File: config.mk
export PLATFORM = sky130hd
export DESIGN_NAME = dtc_top
export DESIGN_NICKNAME = d
export VERILOG_FILES = /design/src/rtl/dtc_pkg.sv /design/src/rtl/dtc_sync.sv /design/src/rtl/dtc_tick.sv /design/src/rtl/dtc_top.sv
export VERILOG_INCLUDE_DIRS = /design/src /design/src/rtl
export SDC_FILE = /design/constraint.sdc
export NUM_CORES = 1
export LEC_CHECK = 0
export ABC_AREA = 1
export BUFFER_PORTS_ARGS = -buffer_cell sky130_fd_sc_hd__buf_2
export CAP_MARGIN = 20
export CORE_MARGIN = 2
export CORE_UTILIZATION = 60
export DETAILED_ROUTE_END_ITERATION = 7
export PLACE_DENSITY = 0.83
export SYNTH_ARGS = -nofsm -noshare
export SYNTH_HDL_FRONTEND = slang
export SYNTH_SLANG_ARGS = --single-unit
File: constraint.sdc
create_clock -name hclk -period 4.4 [get_ports hclk]
set_clock_uncertainty 0.1 [all_clocks]
set_input_delay 0.66 -clock hclk [delete_from_list [all_inputs] [get_ports hclk]]
set_output_delay 0.66 -clock hclk [all_outputs]
set_load 0.02 [all_outputs]
File: src/rtl/dtc_map.svh
// Register offsets, field positions, reset values and timing counts
`ifndef DTC_MAP_SVH
`define DTC_MAP_SVH

`define DTC_MODE_OFS          8'h00
`define DTC_CTRL_OFS          8'h04
`define DTC_TL0_OFS           8'h08
`define DTC_TH0_OFS           8'h0C
`define DTC_TL1_OFS           8'h10
`define DTC_TH1_OFS           8'h14

`define DTC_MODE_RESET        8'h00
`define DTC_CTRL_RESET        8'h00
`define DTC_COUNT_RESET       8'h00

`define DTC_CTRL_IT0          0
`define DTC_CTRL_IE0          1
`define DTC_CTRL_IT1          2
`define DTC_CTRL_IE1          3
`define DTC_CTRL_TR0          4
`define DTC_CTRL_TF0          5
`define DTC_CTRL_TR1          6
`define DTC_CTRL_TF1          7

`define DTC_MODE0_LSB         0
`define DTC_SRC0_BIT          2
`define DTC_FIRST_GATE_ENABLE_BIT         3
`define DTC_MODE1_LSB         4
`define DTC_SRC1_BIT          6
`define DTC_SECOND_GATE_ENABLE_BIT         7

`define DTC_STATES_PER_CYCLE  12
`define DTC_SAMPLE_STATE      9
`define DTC_UPDATE_STATE      4

`endif

File: src/rtl/dtc_pkg.sv
// Types shared by the dual timer/counter
package dtc_pkg;

	typedef logic [7:0]  dtc_byte_t;
	typedef logic [31:0] dtc_word_t;

	typedef enum logic [1:0] {
		DTC_MODE_13BIT  = 2'b00,
		DTC_MODE_16BIT  = 2'b01,
		DTC_MODE_RELOAD = 2'b10,
		DTC_MODE_SPLIT  = 2'b11
	} dtc_mode_t;

	typedef enum logic [0:0] {
		DTC_BUS_IDLE = 1'b0,
		DTC_BUS_READ = 1'b1
	} dtc_bus_t;

endpackage

File: src/rtl/dtc_sync.sv
// Two-flop synchroniser for pin inputs
`timescale 1ns/1ps
module dtc_sync #(
	parameter int WIDTH = 1
) (
	// Clock and reset
	input  wire logic             hclk,
	input  wire logic             hresetn,
	// Pins and synchronised levels
	input  wire logic [WIDTH-1:0] pin_in,
	output logic      [WIDTH-1:0] pin_sync
);

	logic [WIDTH-1:0] stage1;

	always_ff @(posedge hclk or negedge hresetn) begin
		if (!hresetn) begin
			stage1   <= '0;
			pin_sync <= '0;
		end else begin
			stage1   <= pin_in;
			pin_sync <= stage1;
		end
	end

endmodule

File: src/rtl/dtc_tick.sv
// Peripheral cycle state divider with sample and update pulses
`timescale 1ns/1ps
`include "dtc_map.svh"
module dtc_tick #(
	parameter int STATES = `DTC_STATES_PER_CYCLE,
	parameter int SAMPLE = `DTC_SAMPLE_STATE,
	parameter int UPDATE = `DTC_UPDATE_STATE
) (
	// Clock and reset
	input  wire logic hclk,
	input  wire logic hresetn,
	// State pulses
	output logic      sample_tick,
	output logic      update_tick
);

	localparam int CW = $clog2(STATES);

	logic [CW-1:0] state_cnt;
	logic          last_state;

	assign last_state = (state_cnt == CW'(STATES - 1));

	// Twelve states per peripheral cycle
	always_ff @(posedge hclk or negedge hresetn) begin
		if (!hresetn) begin
			state_cnt   <= '0;
			sample_tick <= 1'b0;
			update_tick <= 1'b0;
		end else begin
			state_cnt   <= last_state ? '0 : state_cnt + CW'(1);
			sample_tick <= (state_cnt == CW'(SAMPLE));
			update_tick <= (state_cnt == CW'(UPDATE));
		end
	end

endmodule

File: src/rtl/dtc_top.sv
// Dual timer/counter with AHB-Lite register slave
`timescale 1ns/1ps
`include "dtc_map.svh"

module dtc_top (
	// Clock and reset
	input  wire logic              hclk,
	input  wire logic              hresetn,
	// AHB-Lite slave
	input  wire logic              hsel,
	input  wire logic [31:0]       haddr,
	input  wire logic [1:0]        htrans,
	input  wire logic              hwrite,
	input  wire logic [2:0]        hsize,
	input  wire dtc_pkg::dtc_word_t hwdata,
	input  wire logic              hready,
	output dtc_pkg::dtc_word_t     hrdata,
	output logic                   hreadyout,
	output logic                   hresp,
	// Event and gate pins
	input  wire logic              first_event_pin,
	input  wire logic              second_event_pin,
	input  wire logic              first_gate_pin,
	input  wire logic              second_gate_pin,
	// Serial-port clock pulse
	input  wire logic              serial_clock_tick,
	// Interrupt requests and service
	input  wire logic              first_irq_service,
	input  wire logic              second_irq_service,
	output logic                   first_timer_irq,
	output logic                   second_timer_irq
);

	import dtc_pkg::*;

	// Register storage
	dtc_byte_t timer_mode_register;
	dtc_byte_t timer_control_register;
	dtc_byte_t first_count_low_byte;
	dtc_byte_t first_count_high_byte;
	dtc_byte_t second_count_low_byte;
	dtc_byte_t second_count_high_byte;

	// Bus state
	dtc_bus_t  bus_state;
	logic      wr_pend;
	logic [7:0] wr_addr;
	logic [7:0] rd_addr;

	// Pin sampling
	logic [3:0] pins_sync;
	logic       first_sample;
	logic       second_sample;
	logic       first_edge_pend;
	logic       second_edge_pend;
	logic       serial_pend;
	logic       sample_tick;
	logic       update_tick;

	// Sixteen-bit step of one timer: {overflow, high, low}
	function automatic logic [16:0] dtc_step(
		input dtc_mode_t m,
		input dtc_byte_t hi,
		input dtc_byte_t lo
	);
		logic [5:0]  pre;
		logic [16:0] full;
		logic [16:0] res;
		pre  = {1'b0, lo[4:0]} + 6'h01;
		full = {1'b0, hi, lo} + 17'h00001;
		res  = {1'b0, hi, lo};
		case (m)
			DTC_MODE_13BIT: begin
				res[4:0] = pre[4:0];
				if (pre[5]) begin
					res[16:8] = {1'b0, hi} + 9'h001;
				end
			end
			DTC_MODE_16BIT: begin
				res = full;
			end
			DTC_MODE_RELOAD: begin
				if (lo == 8'hFF) begin
					res = {1'b1, hi, hi};
				end else begin
					res[7:0] = lo + 8'h01;
				end
			end
			default: begin
				res = {1'b0, hi, lo};
			end
		endcase
		return res;
	endfunction

	dtc_sync #(
		.WIDTH(4)
	) u_sync (
		.hclk    (hclk),
		.hresetn (hresetn),
		.pin_in  ({second_gate_pin, first_gate_pin,
		           second_event_pin, first_event_pin}),
		.pin_sync(pins_sync)
	);

	dtc_tick #(
		.STATES(`DTC_STATES_PER_CYCLE),
		.SAMPLE(`DTC_SAMPLE_STATE),
		.UPDATE(`DTC_UPDATE_STATE)
	) u_tick (
		.hclk       (hclk),
		.hresetn    (hresetn),
		.sample_tick(sample_tick),
		.update_tick(update_tick)
	);

	// Field decode
	wire dtc_mode_t first_mode;
	wire dtc_mode_t second_mode;
	wire first_count_source_select;
	wire second_count_source_select;
	wire first_gate_enable;
	wire second_gate_enable;
	wire first_timer_run_bit;
	wire second_timer_run_bit;
	wire first_timer_overflow_flag;
	wire second_timer_overflow_flag;

	assign first_mode = dtc_mode_t'(
		timer_mode_register[`DTC_MODE0_LSB +: 2]);
	assign second_mode = dtc_mode_t'(
		timer_mode_register[`DTC_MODE1_LSB +: 2]);
	assign first_count_source_select  = timer_mode_register[`DTC_SRC0_BIT];
	assign second_count_source_select = timer_mode_register[`DTC_SRC1_BIT];
	assign first_gate_enable          = timer_mode_register[`DTC_FIRST_GATE_ENABLE_BIT];
	assign second_gate_enable         = timer_mode_register[`DTC_SECOND_GATE_ENABLE_BIT];
	assign first_timer_run_bit  = timer_control_register[`DTC_CTRL_TR0];
	assign second_timer_run_bit = timer_control_register[`DTC_CTRL_TR1];
	assign first_timer_overflow_flag  =
		timer_control_register[`DTC_CTRL_TF0];
	assign second_timer_overflow_flag =
		timer_control_register[`DTC_CTRL_TF1];

	// Enables and count events
	wire first_split  = (first_mode == DTC_MODE_SPLIT);
	wire second_split = (second_mode == DTC_MODE_SPLIT);
	wire first_enable = first_timer_run_bit &
		(~first_gate_enable | pins_sync[2]);
	wire second_enable = second_timer_run_bit &
		(~second_gate_enable | pins_sync[3]);
	wire first_event = first_count_source_select ?
		first_edge_pend : 1'b1;
	wire second_event = second_count_source_select ?
		second_edge_pend : 1'b1;
	wire first_inc  = update_tick & first_enable & first_event;
	wire second_inc = update_tick & second_enable & second_event &
		~second_split;
	wire first_high_inc = first_split & second_timer_run_bit &
		update_tick & serial_pend;

	wire [16:0] first_step  = dtc_step(first_mode,
		first_count_high_byte, first_count_low_byte);
	wire [16:0] second_step = dtc_step(second_mode,
		second_count_high_byte, second_count_low_byte);

	// Next counts and overflows
	wire dtc_byte_t first_low_inc = first_split ?
		first_count_low_byte + 8'h01 : first_step[7:0];
	wire dtc_byte_t first_high_inc_val = first_split ?
		first_count_high_byte + 8'h01 : first_step[15:8];
	wire first_ovf = first_inc & (first_split ?
		(first_count_low_byte == 8'hFF) : first_step[16]);
	wire first_high_ovf = first_high_inc &
		(first_count_high_byte == 8'hFF);
	wire second_ovf = second_inc & second_step[16];
	wire second_flag_set = first_split ?
		first_high_ovf : second_ovf;
	wire first_high_step = first_split ? first_high_inc : first_inc;

	// Bus decode
	wire bus_take  = hsel & hready & htrans[1];
	wire wr_mode   = wr_pend & (wr_addr == `DTC_MODE_OFS);
	wire wr_ctrl   = wr_pend & (wr_addr == `DTC_CTRL_OFS);
	wire wr_tl0    = wr_pend & (wr_addr == `DTC_TL0_OFS);
	wire wr_th0    = wr_pend & (wr_addr == `DTC_TH0_OFS);
	wire wr_tl1    = wr_pend & (wr_addr == `DTC_TL1_OFS);
	wire wr_th1    = wr_pend & (wr_addr == `DTC_TH1_OFS);
	wire dtc_byte_t wr_byte = hwdata[7:0];
	wire dtc_byte_t rd_byte =
		(rd_addr == `DTC_MODE_OFS) ? timer_mode_register :
		(rd_addr == `DTC_CTRL_OFS) ? timer_control_register :
		(rd_addr == `DTC_TL0_OFS)  ? first_count_low_byte :
		(rd_addr == `DTC_TH0_OFS)  ? first_count_high_byte :
		(rd_addr == `DTC_TL1_OFS)  ? second_count_low_byte :
		(rd_addr == `DTC_TH1_OFS)  ? second_count_high_byte :
		8'h00;

	// Next values; bus write wins over counting, flag set wins over clear
	wire dtc_byte_t next_first_count_low_byte =
		wr_tl0 ? wr_byte :
		first_inc ? first_low_inc : first_count_low_byte;
	wire dtc_byte_t next_first_count_high_byte =
		wr_th0 ? wr_byte :
		first_high_step ? first_high_inc_val : first_count_high_byte;
	wire dtc_byte_t next_second_count_low_byte =
		wr_tl1 ? wr_byte :
		second_inc ? second_step[7:0] : second_count_low_byte;
	wire dtc_byte_t next_second_count_high_byte =
		wr_th1 ? wr_byte :
		second_inc ? second_step[15:8] : second_count_high_byte;
	wire dtc_byte_t ctrl_base = wr_ctrl ? wr_byte : timer_control_register;
	wire next_first_flag = first_ovf |
		(ctrl_base[`DTC_CTRL_TF0] & ~first_irq_service);
	wire next_second_flag = second_flag_set |
		(ctrl_base[`DTC_CTRL_TF1] & ~second_irq_service);
	wire dtc_byte_t next_timer_control_register = {
		next_second_flag, ctrl_base[6],
		next_first_flag, ctrl_base[4:0]};

	// Falling-edge detection on event pins
	always_ff @(posedge hclk or negedge hresetn) begin
		if (!hresetn) begin
			first_sample     <= 1'b0;
			second_sample    <= 1'b0;
			first_edge_pend  <= 1'b0;
			second_edge_pend <= 1'b0;
		end else if (sample_tick) begin
			first_sample     <= pins_sync[0];
			second_sample    <= pins_sync[1];
			first_edge_pend  <= first_sample & ~pins_sync[0];
			second_edge_pend <= second_sample & ~pins_sync[1];
		end else if (update_tick) begin
			first_edge_pend  <= 1'b0;
			second_edge_pend <= 1'b0;
		end
	end

	// Serial clock pulses counted once per update state
	always_ff @(posedge hclk or negedge hresetn) begin
		if (!hresetn) begin
			serial_pend <= 1'b0;
		end else begin
			serial_pend <= serial_clock_tick |
				(serial_pend & ~update_tick);
		end
	end

	// Timer registers
	always_ff @(posedge hclk or negedge hresetn) begin
		if (!hresetn) begin
			timer_mode_register    <= `DTC_MODE_RESET;
			timer_control_register <= `DTC_CTRL_RESET;
			first_count_low_byte   <= `DTC_COUNT_RESET;
			first_count_high_byte  <= `DTC_COUNT_RESET;
			second_count_low_byte  <= `DTC_COUNT_RESET;
			second_count_high_byte <= `DTC_COUNT_RESET;
		end else begin
			if (wr_mode) begin
				timer_mode_register <= wr_byte;
			end
			timer_control_register <= next_timer_control_register;
			first_count_low_byte   <= next_first_count_low_byte;
			first_count_high_byte  <= next_first_count_high_byte;
			second_count_low_byte  <= next_second_count_low_byte;
			second_count_high_byte <= next_second_count_high_byte;
		end
	end

	// Interrupt outputs follow the flags
	always_ff @(posedge hclk or negedge hresetn) begin
		if (!hresetn) begin
			first_timer_irq  <= 1'b0;
			second_timer_irq <= 1'b0;
		end else begin
			first_timer_irq  <= next_first_flag;
			second_timer_irq <= next_second_flag;
		end
	end

	// Bus write capture
	always_ff @(posedge hclk or negedge hresetn) begin
		if (!hresetn) begin
			wr_pend <= 1'b0;
			wr_addr <= 8'h00;
		end else begin
			wr_pend <= bus_take & hwrite;
			wr_addr <= haddr[7:0];
		end
	end

	// Bus read with one wait state
	always_ff @(posedge hclk or negedge hresetn) begin
		if (!hresetn) begin
			bus_state <= DTC_BUS_IDLE;
			rd_addr   <= 8'h00;
			hrdata    <= 32'h00000000;
			hreadyout <= 1'b1;
			hresp     <= 1'b0;
		end else begin
			hresp <= 1'b0;
			case (bus_state)
				DTC_BUS_IDLE: begin
					if (bus_take & ~hwrite) begin
						bus_state <= DTC_BUS_READ;
						rd_addr   <= haddr[7:0];
						hreadyout <= 1'b0;
					end
				end
				DTC_BUS_READ: begin
					bus_state <= DTC_BUS_IDLE;
					hrdata    <= {24'h000000, rd_byte};
					hreadyout <= 1'b1;
				end
				default: begin
					bus_state <= DTC_BUS_IDLE;
					hreadyout <= 1'b1;
				end
			endcase
		end
	end

endmodule

# Word level (Yosys, flattened, before mapping)
# Index checks and enable logic that the tools add are counted.
[classes]
bitwise_logic = 43
add_sub_neg = 10
n_eq_ne = 27
n_reduce_logical = 22
n_mux = 42
[ops]
columns = ["cell", "n"]
rows = [
  ["2-to-1 mux 8 bit", 19],
  ["case mux 9 bit (3 select lines)", 2],
  ["2-to-1 mux 9 bit", 4],
  ["adder 16 x 1 -> 17 bit (second input constant)", 2],
  ["equality test 8 x 4 -> 1 bit (second input constant)", 4],
  ["equality test 8 x 5 -> 1 bit (second input constant)", 4],
  ["case mux 5 bit (3 select lines)", 2],
  ["bitwise AND 1 bit", 28],
  ["adder 8 x 1 -> 8 bit (second input constant)", 3],
  ["equality test 8 bit (second input constant)", 3],
  ["adder 8 x 1 -> 9 bit (second input constant)", 2],
  ["equality test 8 x 3 -> 1 bit (second input constant)", 2],
  ["zero test 8 bit", 2],
  ["adder 5 x 1 -> 6 bit (second input constant)", 2],
  ["case mux 3 bit (2 select lines)", 2],
  ["nonzero test 4 bit", 3],
  ["2-to-1 mux 1 bit", 10],
  ["inverter 1 bit", 10],
  ["AND reduction 2 bit", 5],
  ["nonzero test 2 bit", 5],
  ["equality test 2 bit (second input constant)", 4],
  ["equality test 4 bit (second input constant)", 2],
  ["AND reduction 4 bit", 2],
  ["inequality test 3 bit (second input constant)", 2],
  ["11 further kinds", 20],
]
[word_totals]
elab_cells = 171
out_inout_bits = 36
input_bits = 81
reg_bits = 96

# Longest topological paths before layout
# Gate-level depths: netlist of the first run.
[depth]
ltp_word = 9
mapped_depth = 13
mapped_depth_nobuf = 13

# By module
# Synthesis of the first run repeated with hierarchy kept, for this count alone.
[unflattened]
hier_cells = 887
area_unflattened_um2 = 6139.6
[by_module_without_submodules]
columns = ["mod", "cells_each", "seq_area_each_um2", "instances", "area_each_um2"]
rows = [
  ["dtc_top", 854, 2003.2, 1, 5680.4],
  ["dtc_tick", 25, 150.1, 1, 259.0],
  ["dtc_sync", 8, 200.2, 1, 200.2],
]

# Least setup slack after synthesis of the first run
# Ideal clock, no wire load.
[synth_path]
kind = "input to register"
startpoint = "in htrans[1]"
endpoint = "reg rd_addr[4]"
slack_ns = 2.706
t_arrival_ns = 1.463
required_time_ns = 4.169
stages = 4
cell_sequence = "nand3_1 nor3_1 buf_2 o21ai_0"
[synth_via]
elab_chain_cells = 3
[synth_rtl]
columns = ["item", "line", "text"]
rows = [
  ["from (decl)", "dtc_top.sv:12", "input wire logic [1:0] htrans,"],
  ["bitwise AND 1 bit", "dtc_top.sv:181", "wire bus_take = hsel & hready & htrans[1];"],
  ["bitwise AND 1 bit", "dtc_top.sv:303", "if (bus_take & ~hwrite) begin"],
  ["AND reduction 2 bit (no source line)", "--", ""],
  ["to (signal assigned)", "dtc_top.sv:305", "rd_addr <= haddr[7:0];"],
  ["to (decl)", "dtc_top.sv:48", "logic [7:0] rd_addr;"],
]
# No other way between the ends.
# A chain may end at the register's enable or synchronous reset.

# Final worst setup path of the first run
[layout_path]
startpoint = "reg timer_mode_register[0]"
endpoint = "reg first_count_low_byte[0]"
[layout_via]
elab_chain_cells = 5
[layout_rtl]
columns = ["item", "line", "text"]
rows = [
  ["from (decl)", "dtc_top.sv:37", "dtc_byte_t timer_mode_register;"],
  ["from (signal assigned)", "dtc_top.sv:251", "timer_mode_register <= `DTC_MODE_RESET;"],
  ["from (signal assigned)", "dtc_top.sv:259", "timer_mode_register <= wr_byte;"],
  ["equality test 2 bit (tied with other cells)", "dtc_top.sv:72", "case (m)"],
  ["case mux 5 bit (3 select lines)", "dtc_top.sv:72", ""],
  ["2-to-1 mux 8 bit", "dtc_top.sv:167", "wire dtc_byte_t first_low_inc = first_split ?"],
  ["2-to-1 mux 8 bit", "dtc_top.sv:201", "first_inc ? first_low_inc : first_count_low_byte;"],
  ["2-to-1 mux 8 bit", "dtc_top.sv:200", "wr_tl0 ? wr_byte :"],
  ["to (signal assigned)", "dtc_top.sv:253", "first_count_low_byte <= `DTC_COUNT_RESET;"],
  ["to (signal assigned)", "dtc_top.sv:262", "first_count_low_byte <= next_first_count_low_byte;"],
  ["to (decl)", "dtc_top.sv:39", "dtc_byte_t first_count_low_byte;"],
]
# Parallel ways exist; a longest one is shown, timed or not. The select of a mux whose other input is x is not followed.

==> impl_results.md, run 1 <==
- Status: complete, no violations
- Ant. Diodes: 0
- ANT nets after route: 0
- Via count: 5,725
- Worst-path maximum fanout: 11
- # placed instances: 1,004
- Setup Buffers After CTS: 0
- Hold buffer count at CTS: 0
- Die ar.: 10,800 µm²
- Final routed DRC violation total: 0
- Critical path arrival: 2.34 ns
- Most frequent cell after synthesis: nand2_1
- Largest net degree at the start of global routing: 65
- DIE WIDTH: 104 µm
- CTS buffer count: 9
- Clk_lat worst skew: 0.38 ns
- Final Total Pwr: 1950 µW
- Final setup fails: 0
- Slew margin rel.: 44.9%
- Core footprint: 9730 µm²
- Main synth FF type: dfrtp_1
- Distinct cell type count after synthesis: 38
- WP buf/inv: 1
- Worst hold path class: reg -> reg
- CP cell instances: ha_1 > inv_1 > nand3_1 > nor3_1 > nand3_1 > o211ai_1 > nand3_1 > nand2_1
- Routed WL: 15,600 µm
- Fin Setup TNS: 0 ns
- Period utilization: 47.9%
- Number of DRC markers in iteration 0: 573
- Clock slew at the register clock pins of the worst setup and hold paths: 0.12 ns
- Sequential cell area: 2350 µm²
- Synth top area share: 38.9%
- Buffers added on ports: 39
- Clk buf depth: 2
- Pre-CTS WS: 2.37 ns
- Avg Inst Size Synth: 7.10 µm²
- P_leak: 0.00344 µW
- Core Util, Final: 65.8%
- Worst Tran Pin Value: 0.826 ns
- VDD IR max: 0.000275 V
- Cell taking the most area after synthesis: dfrtp_1
- Max H-tree Level: 3
- Mapped cell area: 5990 µm²
- Critical path launch point type: flop
- Post-Layout Cell Count: 1,020
- Final Hold Vio Count: 0
- Fill count: 874
- Syn Inst Count: 844
- Worst Hold Path Cells: 0
- Reg2Reg Depth: 8
- GR Util All Layers: 29.4%
- Maximum clock rate: 475 MHz
- Placer Congestion: 1.02
- RSZ-0062 raised after global routing: false
- Row cnt: 36
- Crit-path slowest cell: dfrtp_1
- Max incr delay on CP: 0.45 ns
- First-pass GRT wire length: 25,300 µm
- Power per cell area: 305 nW/µm²
- Fin. max-slew vios: 0
- Cts repair resizes: 0
- Clk sinks: 94
- Final nets: 979
- CTS tree: built
- Top cells by area, synth: dfrtp_1 (39%), nand2_1 (16%), nand3_1 (6.7%), inv_1 (5.8%), nor2_1 (5.6%)
- Crit path depth: 8
- CTS Root Buffer Type: clkbuf_8
- Vias in the first global route: 5,229
- Post-DR vias/cell: 5.61
- Routed length per placed instance: 15.3 µm
- Tmin final: 2.11 ns
- Boundary Pins: 117
- Post-synth top cells: nand2_1 (249), dfrtp_1 (93), inv_1 (93), nor2_1 (89), nand3_1 (80)
- Synthesis-to-layout area growth: 6.92%
- Post-synth EDFFs: 0
- Share of layout cells above drive strength 1: 11.4%
- Ys async rst share: 100%
- Part of the Yosys area used for sequential elements: 39.3%
- Crit end category: flop
- #FFs+latches synth: 94
- Max-cap violations: 0
- Fin worst setup slack: 2.29 ns
- Grt ovf: 0
- Worst setup path class: reg -> reg
- Initial antenna violation count: 0
- Ys Warns: 0
- CP top delay family: simple AND/OR/NAND/NOR gates
- Worst Path Required: 4.63 ns
- Chip height: 104 µm
- Initial core utilization: 61.5%
- Area of the multi-input gates: 3110 µm²
- Drt pass-1 iters: 6
- Cell repeated most along the worst path: nand3_1
- DP Wirelength: 11,600 µm
[power breakdown]
group | internal (µW) | leakage [µW] | switching, µW | total, µW
clock | 223 | 0.0000970 | 360 | 584
sequential | 926 | 0.00105 | 58.4 | 985
combinational | 119 | 0.00229 | 265 | 384
[layout make-up]
class / count / area share [%]
clock buffer: 9 / 1.93
multi-input combinational: 638 / 48.5
tap: 133 / 2.60
timing repair buffer: 41 / 3.32
clock inverter: 7 / 1.13
inverter: 98 / 5.75
sequential: 94 / 36.8
[placed cells by master, fill, tap and decap left out, types with 2 or more instances in the layout]
master      n
ha_1       16
o22ai_1     4
nand2_2     8
o211ai_1   13
conb_1     25
nand2_1   249
xor2_1      6
buf_2      38
o21ai_1     4
o21ai_2     3
inv_8       2
nand4_1    13
dfrtp_1    93
inv_2       5
nor3_1      6
nor2_2      7
nor2_4      4
nand3_2     6
o21a_1      2
clkbuf_8    9
nand3_1    80
inv_1      93
a21oi_1    22
inv_6       2
o21ai_0    61
xnor2_1     4
nor3_2      5
buf_4       3
nor2_1     89
or2_2       2
[registers in the layout, summed over array words and instances, names as in the netlist]
register and flops:
hreadyout 1, second_edge_pend 1, wr_addr 8, second_count_low_byte 8
serial_pend 1, bus_state 1, timer_mode_register 8, u_sync.pin_sync 4
first_edge_pend 1, u_sync.stage1 4, first_count_low_byte 8, wr_pend 1
first_sample 1, second_sample 1, second_count_high_byte 8, u_tick.sample_tick 1
u_tick.state_cnt 4, timer_control_register 8, hrdata 8, first_count_high_byte 8
rd_addr 8, u_tick.update_tick 1
[worst reg2reg max path: cells and delay by family, from the launching register on]
kind / cells / cell delay (ns)
AOI/OAI and AO/OA: 1 / 0.10
adders and majority gates: 1 / 0.36
buffers and inverters: 1 / 0.37
DFF: 1 / 0.45
and+or+nand+nor: 5 / 0.69
[cells by family (layout without fill, tap and decap cells)]
group           count (synthesis)  count (layout)  share of synthesized area, %
simple gates                  472             472                          34.7
buf+inv                       136             155                          10.3
compound gates                115             115                          10.8
flops                          94              94                          39.3
fa+ha+maj                      16              16                          3.34
xor+xnor                       10              10                          1.46
other cells                     1              25                        0.0626
[through the flow]
step	area, µm²	hold slack (ns)
floorplan	6080	0.231
global placement	6210	0.232
detailed placement	6210	0.235
CTS	6400	0.259
global route	6400	0.258
finish	6400	0.256
[metal layers]
layer	part of all wire (%)	GRT usage (%)	wire, µm	vias up
met2	46	47.1	7170	304
met3	9.4	6.14	1460	53
met4	2.8	10.3	442	0
met1	42	39.9	6520	2633
li1	-	-	-	2735
met5	0	0	0	-
[path summary, 6_finish.rpt]
kind | from | to | slack, ns
max | timer_mode_register[0]$_DFFE_PN0P_ | first_count_low_byte[0]$_DFFE_PN0P_ | 2.29
min | u_sync.stage1[3]$_DFF_PN0_ | u_sync.pin_sync[3]$_DFF_PN0_ | 0.26
max reg2reg | timer_mode_register[0]$_DFFE_PN0P_ | first_count_low_byte[0]$_DFFE_PN0P_ | 2.29
min reg2reg | u_sync.stage1[3]$_DFF_PN0_ | u_sync.pin_sync[3]$_DFF_PN0_ | 0.26
max in group asynchronous | hresetn | hreadyout$_DFFE_PN1P_ | 2.97
min in group asynchronous | hresetn | first_count_high_byte[7]$_DFFE_PN0P_ | 0.27
No activity file was read; power rests on OpenSTA's default activity.
==> inputs of run 2 (changes only) <==
ABC_AREA = 0   (was 1)
CORE_UTILIZATION = 51   (was 60)
PLACE_DENSITY = 0.75   (was 0.83)
clock period = 1.92 ns   (was 4.4 ns; I/O delays follow)
==> run 2 against run 1 <==
  * The flow now finishes with violations (negative setup slack)
  * Worst setup slack got worse by 2.5 ns
  * Design area increased by 25%
  * First-iteration DRC count increased by 2.3%
  * Sequential power increased by 120%
  * Count of clock-buffer cells in the layout unchanged
  * Register-to-register slack got worse by 2.5 ns
  * Via count increased by 2.1%
  * Clock power increased to 3.0 times the previous value
  * Synthesized cell count decreased by 23%
  * Non-clock buffer count increased by 122
  * Sequential cell count unchanged
==> impl_results.md, run 2 <==
- Final Hold Vio Count: 0
- CP cell instances: nand2_2 > or4_4 > nor3_4 > mux2_4 > mux2_2
- Reg2Reg Depth: 5
- Core Util, Final: 70.8%
- Clock slew at the register clock pins of the worst setup and hold paths: 0.07 ns
- Worst hold path class: in -> reg
- VDD IR max: 0.000564 V
- Share of layout cells above drive strength 1: 38.2%
- # placed instances: 899
- Crit path depth: 5
- Period utilization: 109%
- Clk buf depth: 2
- Avg Inst Size Synth: 8.95 µm²
- Main synth FF type: dfrtp_1
- Status: finished with violations
- Crit end category: flop
- Post-synth top cells: dfrtp_1 (93), nand2_1 (77), nor2_1 (37), o21ai_0 (36), inv_1 (32)
- CTS Root Buffer Type: clkbuf_16
- Power per cell area: 657 nW/µm²
- P_leak: 0.00357 µW
- WP buf/inv: 0
- Critical path arrival: 2.22 ns
- Final nets: 892
- Initial antenna violation count: 0
- #FFs+latches synth: 94
- GR Util All Layers: 30.8%
- CP top delay family: simple AND/OR/NAND/NOR gates
- Max incr delay on CP: 0.57 ns
- Post-synth EDFFs: 0
- Syn Inst Count: 652
- Synthesis-to-layout area growth: 36.6%
- Clk sinks: 94
- First-pass GRT wire length: 30,100 µm
- Most frequent cells in the layout: buf_4 (96), dfrtp_1 (90), nand2_1 (73)
- Post-Layout Cell Count: 942
- Number of DRC markers in iteration 0: 586
- Final setup fails: 43
- Max H-tree Level: 3
- Via count: 5,843
- Worst Hold Path Cells: 2
- Final routed DRC violation total: 0
- Worst Path Required: 2.05 ns
- DP Wirelength: 13,400 µm
- Distinct cell type count after synthesis: 65
- Routed WL: 19,500 µm
- Fin worst setup slack: -0.172 ns
- CTS tree: built
- Ys async rst share: 100%
- Largest net degree at the start of global routing: 40
- Row cnt: 39
- Post-DR vias/cell: 6.20
- Initial core utilization: 51.8%
- Most common cell after layout, fill and taps aside: buf_4
- Boundary Pins: 117
- Worst-path maximum fanout: 2
- Synth top area share: 39.9%
- CTS buffer count: 9
- Buffers added on ports: 39
- Part of the Yosys area used for sequential elements: 40.3%
- Grt ovf: 0
- Failing checks: negative setup slack
- Routed length per placed instance: 20.7 µm
- Ys Warns: 0
- Drt pass-1 iters: 7
- Maximum clock rate: 478 MHz
- Most frequent cell after synthesis: dfrtp_1
- Die ar.: 12,300 µm²
- Vias in the first global route: 5,721
- Cell taking the most area after synthesis: dfrtp_1
- Top cells by area, synth: dfrtp_1 (40%), nand2_1 (5.0%), mux2_2 (4.6%), ha_1 (3.4%), buf_4 (3.2%)
- Critical path launch point type: flop
- Clk_lat worst skew: 0.34 ns
- Tmin final: 2.09 ns
- Core footprint: 11,300 µm²
- RSZ-0062 raised after global routing: true
- Mapped cell area: 5840 µm²
- Worst setup path class: reg -> reg
- ANT nets after route: 0
- Placer Congestion: 0.972
- Ant. Diodes: 0
- Max-cap violations: 0
- Crit-path slowest cell: or4_4
- Fin. max-slew vios: 0
- DIE WIDTH: 111 µm
- Chip height: 111 µm
-- run 2: changes by cell type after synthesis, moves of 13 or more --
cell      previous run  this run
mux2_2               0        24
o31ai_1              0        14
clkbuf_1             3        22
nor2_1              89        37
nor2b_1              0        15
nand2_1            249        77
nand3_1             80        28
inv_1               93        32
a22oi_1              0        13
mux2i_1              0        13
a211oi_1             0        13
o21ai_0             61        36
-- run 2: what timing repair did --
action,CTS,global route
endpoints found under the setup margin,53,55
buffers inserted,6,8
gates cloned,1,0
endpoints found under the hold margin,32,0
pin swaps,10,24
hold buffers,13,0
gates resized for setup,56,92
-- run 2: area by class of cell --
type                       count  area (µm²)
clock inverter                 6        52.6
fill                         772        3290
multi-input combinational    494        3780
tap                          143         179
timing repair buffer         163        1250
inverter                      33         129
sequential                    94        2360
clock buffer                   9         225
-- run 2: kinds of logic (layout without fill, tap and decap cells) --
family | Yosys count | count (layout) | synth area share [%]
flops | 94 | 94 | 40.3
buf+inv | 89 | 211 | 7.48
simple gates | 237 | 237 | 20.9
compound gates | 167 | 168 | 19.3
mux | 37 | 37 | 6.86
fa+ha+maj | 16 | 16 | 3.43
xor+xnor | 11 | 11 | 1.65
other cells | 1 | 25 | 0.0642
-- run 2: path summary, 6_finish.rpt --
check	from	endpoint	slack, ns
max	u_tick.update_tick$_DFF_PN0_	second_count_low_byte[6]$_DFFE_PN0P_	-0.17
min	serial_clock_tick	serial_pend$_DFF_PN0_	0.03
max reg2reg	u_tick.update_tick$_DFF_PN0_	second_count_low_byte[6]$_DFFE_PN0P_	-0.17
min reg2reg	u_sync.stage1[2]$_DFF_PN0_	u_sync.pin_sync[2]$_DFF_PN0_	0.26
max in group asynchronous	hresetn	rd_addr[3]$_DFFE_PN0P_	0.85
min in group asynchronous	hresetn	u_tick.state_cnt[2]$_DFF_PN0_	0.28
-- run 2: power by group --
part / switching (µW) / internal [µW]
Clock: 841 / 896
Combinational: 746 / 543
Sequential: 114 / 2100
-- run 2: routing by layer --
layer | part of all wire (%) | global-route usage [%] | wire [µm]
met5 | 0 | 0 | 0
met4 | 4.7 | 12.8 | 910
met3 | 8.1 | 5.36 | 1580
met2 | 47 | 49.7 | 9190
met1 | 40 | 41.2 | 7820
-- run 2: stage by stage --
| stage | hold WS, ns | worst slack, ns | total power, µW | instance area, µm² | TNS, ns |
|---|---|---|---|---|---|
| 2_1_floorplan | -0.108 | -0.324 | 2830 | 6030 | -2.35 |
| 3_5_place_dp | 0.0895 | -0.273 | 3230 | 6840 | -7.23 |
| 5_1_grt | 0.0231 | -0.248 | 5430 | 7980 | -5.88 |
| 3_3_place_gp | 0.0837 | -0.213 | 3190 | 6840 | -5.49 |
| 4_1_cts | 0.0334 | -0.151 | 5040 | 7540 | -2.08 |
| 6_report | 0.0298 | -0.172 | 5240 | 7980 | -3.22 |
==> inputs of run 3 (changes only) <==
CORE_UTILIZATION = 50   (was 51)
GPL_TIMING_DRIVEN = 0   (was default)
PLACE_DENSITY = 0.74   (was 0.75)
REMOVE_ABC_BUFFERS = 1   (was default)
SYNTH_HIERARCHICAL = 1   (was default)
==> run 3 against run 2 <==
  * The flow still finishes with violations (negative setup slack)
  * First-iteration DRC count down 1.7%
  * Combinational power about the same
  * Critical endpoint is now second_count_high_byte[3]$_DFFE_PN0P_
  * Utilization is 3.3 points lower
  * Routed wire length down 2.6%
  * Design area shrank 3.8%
  * Register-to-register slack lost 0.10 ns
  * Largest cell class unchanged
  * Critical path depth grew 1
  * Die area grew 1.2%
  * Sequential share of layout area up 1.5 points
  * Global-route usage down 2.0 points
  * Sequential power increased by 12%
==> impl_results.md, run 3 <==
- Critical path arrival: 2.31 ns
- CTS tree: built
- Most frequent cell after synthesis: dfrtp_1
- Initial antenna violation count: 0
- GR Util All Layers: 28.8%
- Reg2Reg Depth: 6
- Buffers added on ports: 39
- Reg2reg end: second_count_high_byte[3]$_DFFE_PN0P_
- Most frequent cells in the layout: dfrtp_1 (74), nand2_1 (68), buf_4 (52)
- Tmin final: 2.19 ns
- Failing checks: negative setup slack
- Via count: 5,804
- CTS Root Buffer Type: clkbuf_16
- Placer Congestion: 0.958
- Clk_lat worst skew: 0.36 ns
- Clock slew at the register clock pins of the worst setup and hold paths: 0.07 ns
- Synth top area share: 40.1%
- Final Hold Vio Count: 0
- Final nets: 858
- P_leak: 0.00326 µW
- Hold_sp: serial_clock_tick
- Vias in the first global route: 5,386
- Largest net degree at the start of global routing: 66
- CP endpoint: second_count_high_byte[3]$_DFFE_PN0P_
- Clk sinks: 94
- Top cells by area, synth: dfrtp_1 (40%), nand2_1 (4.6%), a21oi_1 (3.6%), buf_4 (3.6%), ha_1 (3.5%)
- Max H-tree Level: 3
- Area of placed instances: 5960 µm²
- ANT nets after route: 0
- Ys async rst share: 100%
- Main synth FF type: dfrtp_1
- Worst Tran Pin Value: 0.606 ns
- Fin worst setup slack: -0.274 ns
- Post-synth top cells: dfrtp_1 (93), nand2_1 (71), nor2_1 (51), a21oi_1 (42), o21ai_0 (37)
- Distinct cell type count after synthesis: 69
- Cell taking the most area after synthesis: dfrtp_1
- Ant. Diodes: 0
- Final Total Pwr: 5640 µW
- Post-route cell area: 7670 µm²
- Period utilization: 114%
- Drt pass-1 iters: 6
- Max-cap violations: 0
- DP Wirelength: 11,400 µm
- Maximum clock rate: 456 MHz
- # placed instances: 811
- Share of layout cells above drive strength 1: 33.6%
- CTS buffer count: 9
- Routed length per placed instance: 20.9 µm
- Initial core utilization: 51.0%
- Post-Layout Cell Count: 909
- Clk buf depth: 2
- Worst hold path class: in -> reg
- RSZ-0062 raised after global routing: true
- Slew margin rel.: 59.5%
- Avg Inst Size Synth: 8.77 µm²
- Crit end category: flop
- Most common cell after layout, fill and taps aside: dfrtp_1
- DIE WIDTH: 112 µm
- Final setup fails: 31
- Post-synth EDFFs: 0
- Worst Path Required: 2.03 ns
- Final routed DRC violation total: 0
- Critical path launch point type: flop
- Critical Path Start: timer_mode_register[5]$_DFFE_PN0P_
- Chip height: 112 µm
- Syn Inst Count: 661
- Worst setup path class: reg -> reg
- Die ar.: 12,500 µm²
- Row cnt: 39
- Number of DRC markers in iteration 0: 576
- Grt ovf: 0
- Reg2Reg Setup Slack: -0.27 ns
- Pre-CTS WS: -0.684 ns
- Ys Warns: 6
- Fin. max-slew vios: 0
- #FFs+latches synth: 94
- Status: finished with violations
- Routed WL: 19,000 µm
- First-pass GRT wire length: 28,200 µm
- Reg2reg start: timer_mode_register[5]$_DFFE_PN0P_
- Fill count: 837
- VDD IR max: 0.000543 V
- Synthesis-to-layout area growth: 32.4%
- Post-DR vias/cell: 6.39
- Boundary Pins: 117
- Worst-path maximum fanout: 5
- Mapped cell area: 5800 µm²
- Core footprint: 11,400 µm²
- Part of the Yosys area used for sequential elements: 40.6%
- Power per cell area: 735 nW/µm²
## run 3: metrics by stage
stage / hold WS (ns) / util, % / TNS [ns]
2_1_floorplan: -0.108 / - / -2.55
3_3_place_gp: 0.231 / 52.1 / -53.65
3_5_place_dp: 0.149 / 52.4 / -21.62
4_1_cts: 0.0143 / 62.8 / -2.00
5_1_grt: 0.0241 / 67.5 / -5.64
6_report: 0.0168 / 67.5 / -3.97
## run 3: critical path, stage by stage (launching register included)
cell	delay [ns]
dfrtp_2	0.45
ha_4	0.18
or4_4	0.59
nor3_4	0.24
buf_4	0.18
mux2i_1	0.18
o221ai_1	0.12
## run 3: worst min-delay path by stage
stage / end / slack, ns / cells after the start
2_1_floorplan: bus_state$_DFF_PN0_ / -0.11 / 0
3_3_place_gp: u_sync/pin_sync[0]$_DFF_PN0_ / 0.23 / 0
3_5_place_dp: u_sync/stage1[2]$_DFF_PN0_ / 0.15 / 1
4_1_cts: serial_pend$_DFF_PN0_ / 0.01 / 2
5_1_grt: serial_pend$_DFF_PN0_ / 0.02 / 2
6_report: serial_pend$_DFF_PN0_ / 0.02 / 2
## run 3: kinds of logic (layout without fill, tap and decap cells)
family | after synthesis | count (layout) | synth area share, %
AO/OA/AOI/OAI | 188 | 189 | 21.7
XOR/XNOR | 7 | 7 | 1.06
adder cells (fa/ha/maj) | 16 | 16 | 3.45
buffers and inverters | 87 | 167 | 7.68
flip-flops | 94 | 94 | 40.6
multiplexers | 21 | 21 | 3.95
other | 1 | 25 | 0.0647
AND/OR/NAND/NOR | 247 | 247 | 21.5
## run 3: area by class of cell
| class | count | area, µm² | share of cell area [%] |
|---|---|---|---|
| Sequential cell | 94 | 2380 | 31.0 |
| Timing Repair Buffer | 121 | 930 | 12.1 |
| Clock inverter | 5 | 66.3 | 0.864 |
| Tap cell | 143 | 179 | 2.33 |
| Inverter | 30 | 121 | 1.58 |
| Multi-Input combinational cell | 505 | 3760 | 48.9 |
| Clock buffer | 11 | 243 | 3.16 |
## run 3: power by group
| part | switching [µW] | internal, µW |
|---|---|---|
| registers | 315 | 2160 |
| clock network | 830 | 1070 |
| logic | 735 | 532 |
## run 3: repair_timing
| item | CTS | global route |
|---|---|---|
| buffers inserted | 38 | 32 |
| endpoints found under the hold margin | 41 | 0 |
| cloned | 0 | 1 |
| hold buffers | 13 | 0 |
| pin swaps | 32 | 57 |
| endpoints found under the setup margin | 56 | 44 |
| gates resized for setup | 116 | 72 |
## run 3: routing by layer
metal / global-route usage [%] / up-vias / wire length [µm]
met5: 0 / - / 0
met4: 16.1 / 0 / 1100
met3: 4.68 / 102 / 1780
met2: 44.2 / 390 / 8650
met1: 38.9 / 2747 / 7450
li1: - / 2565 / -
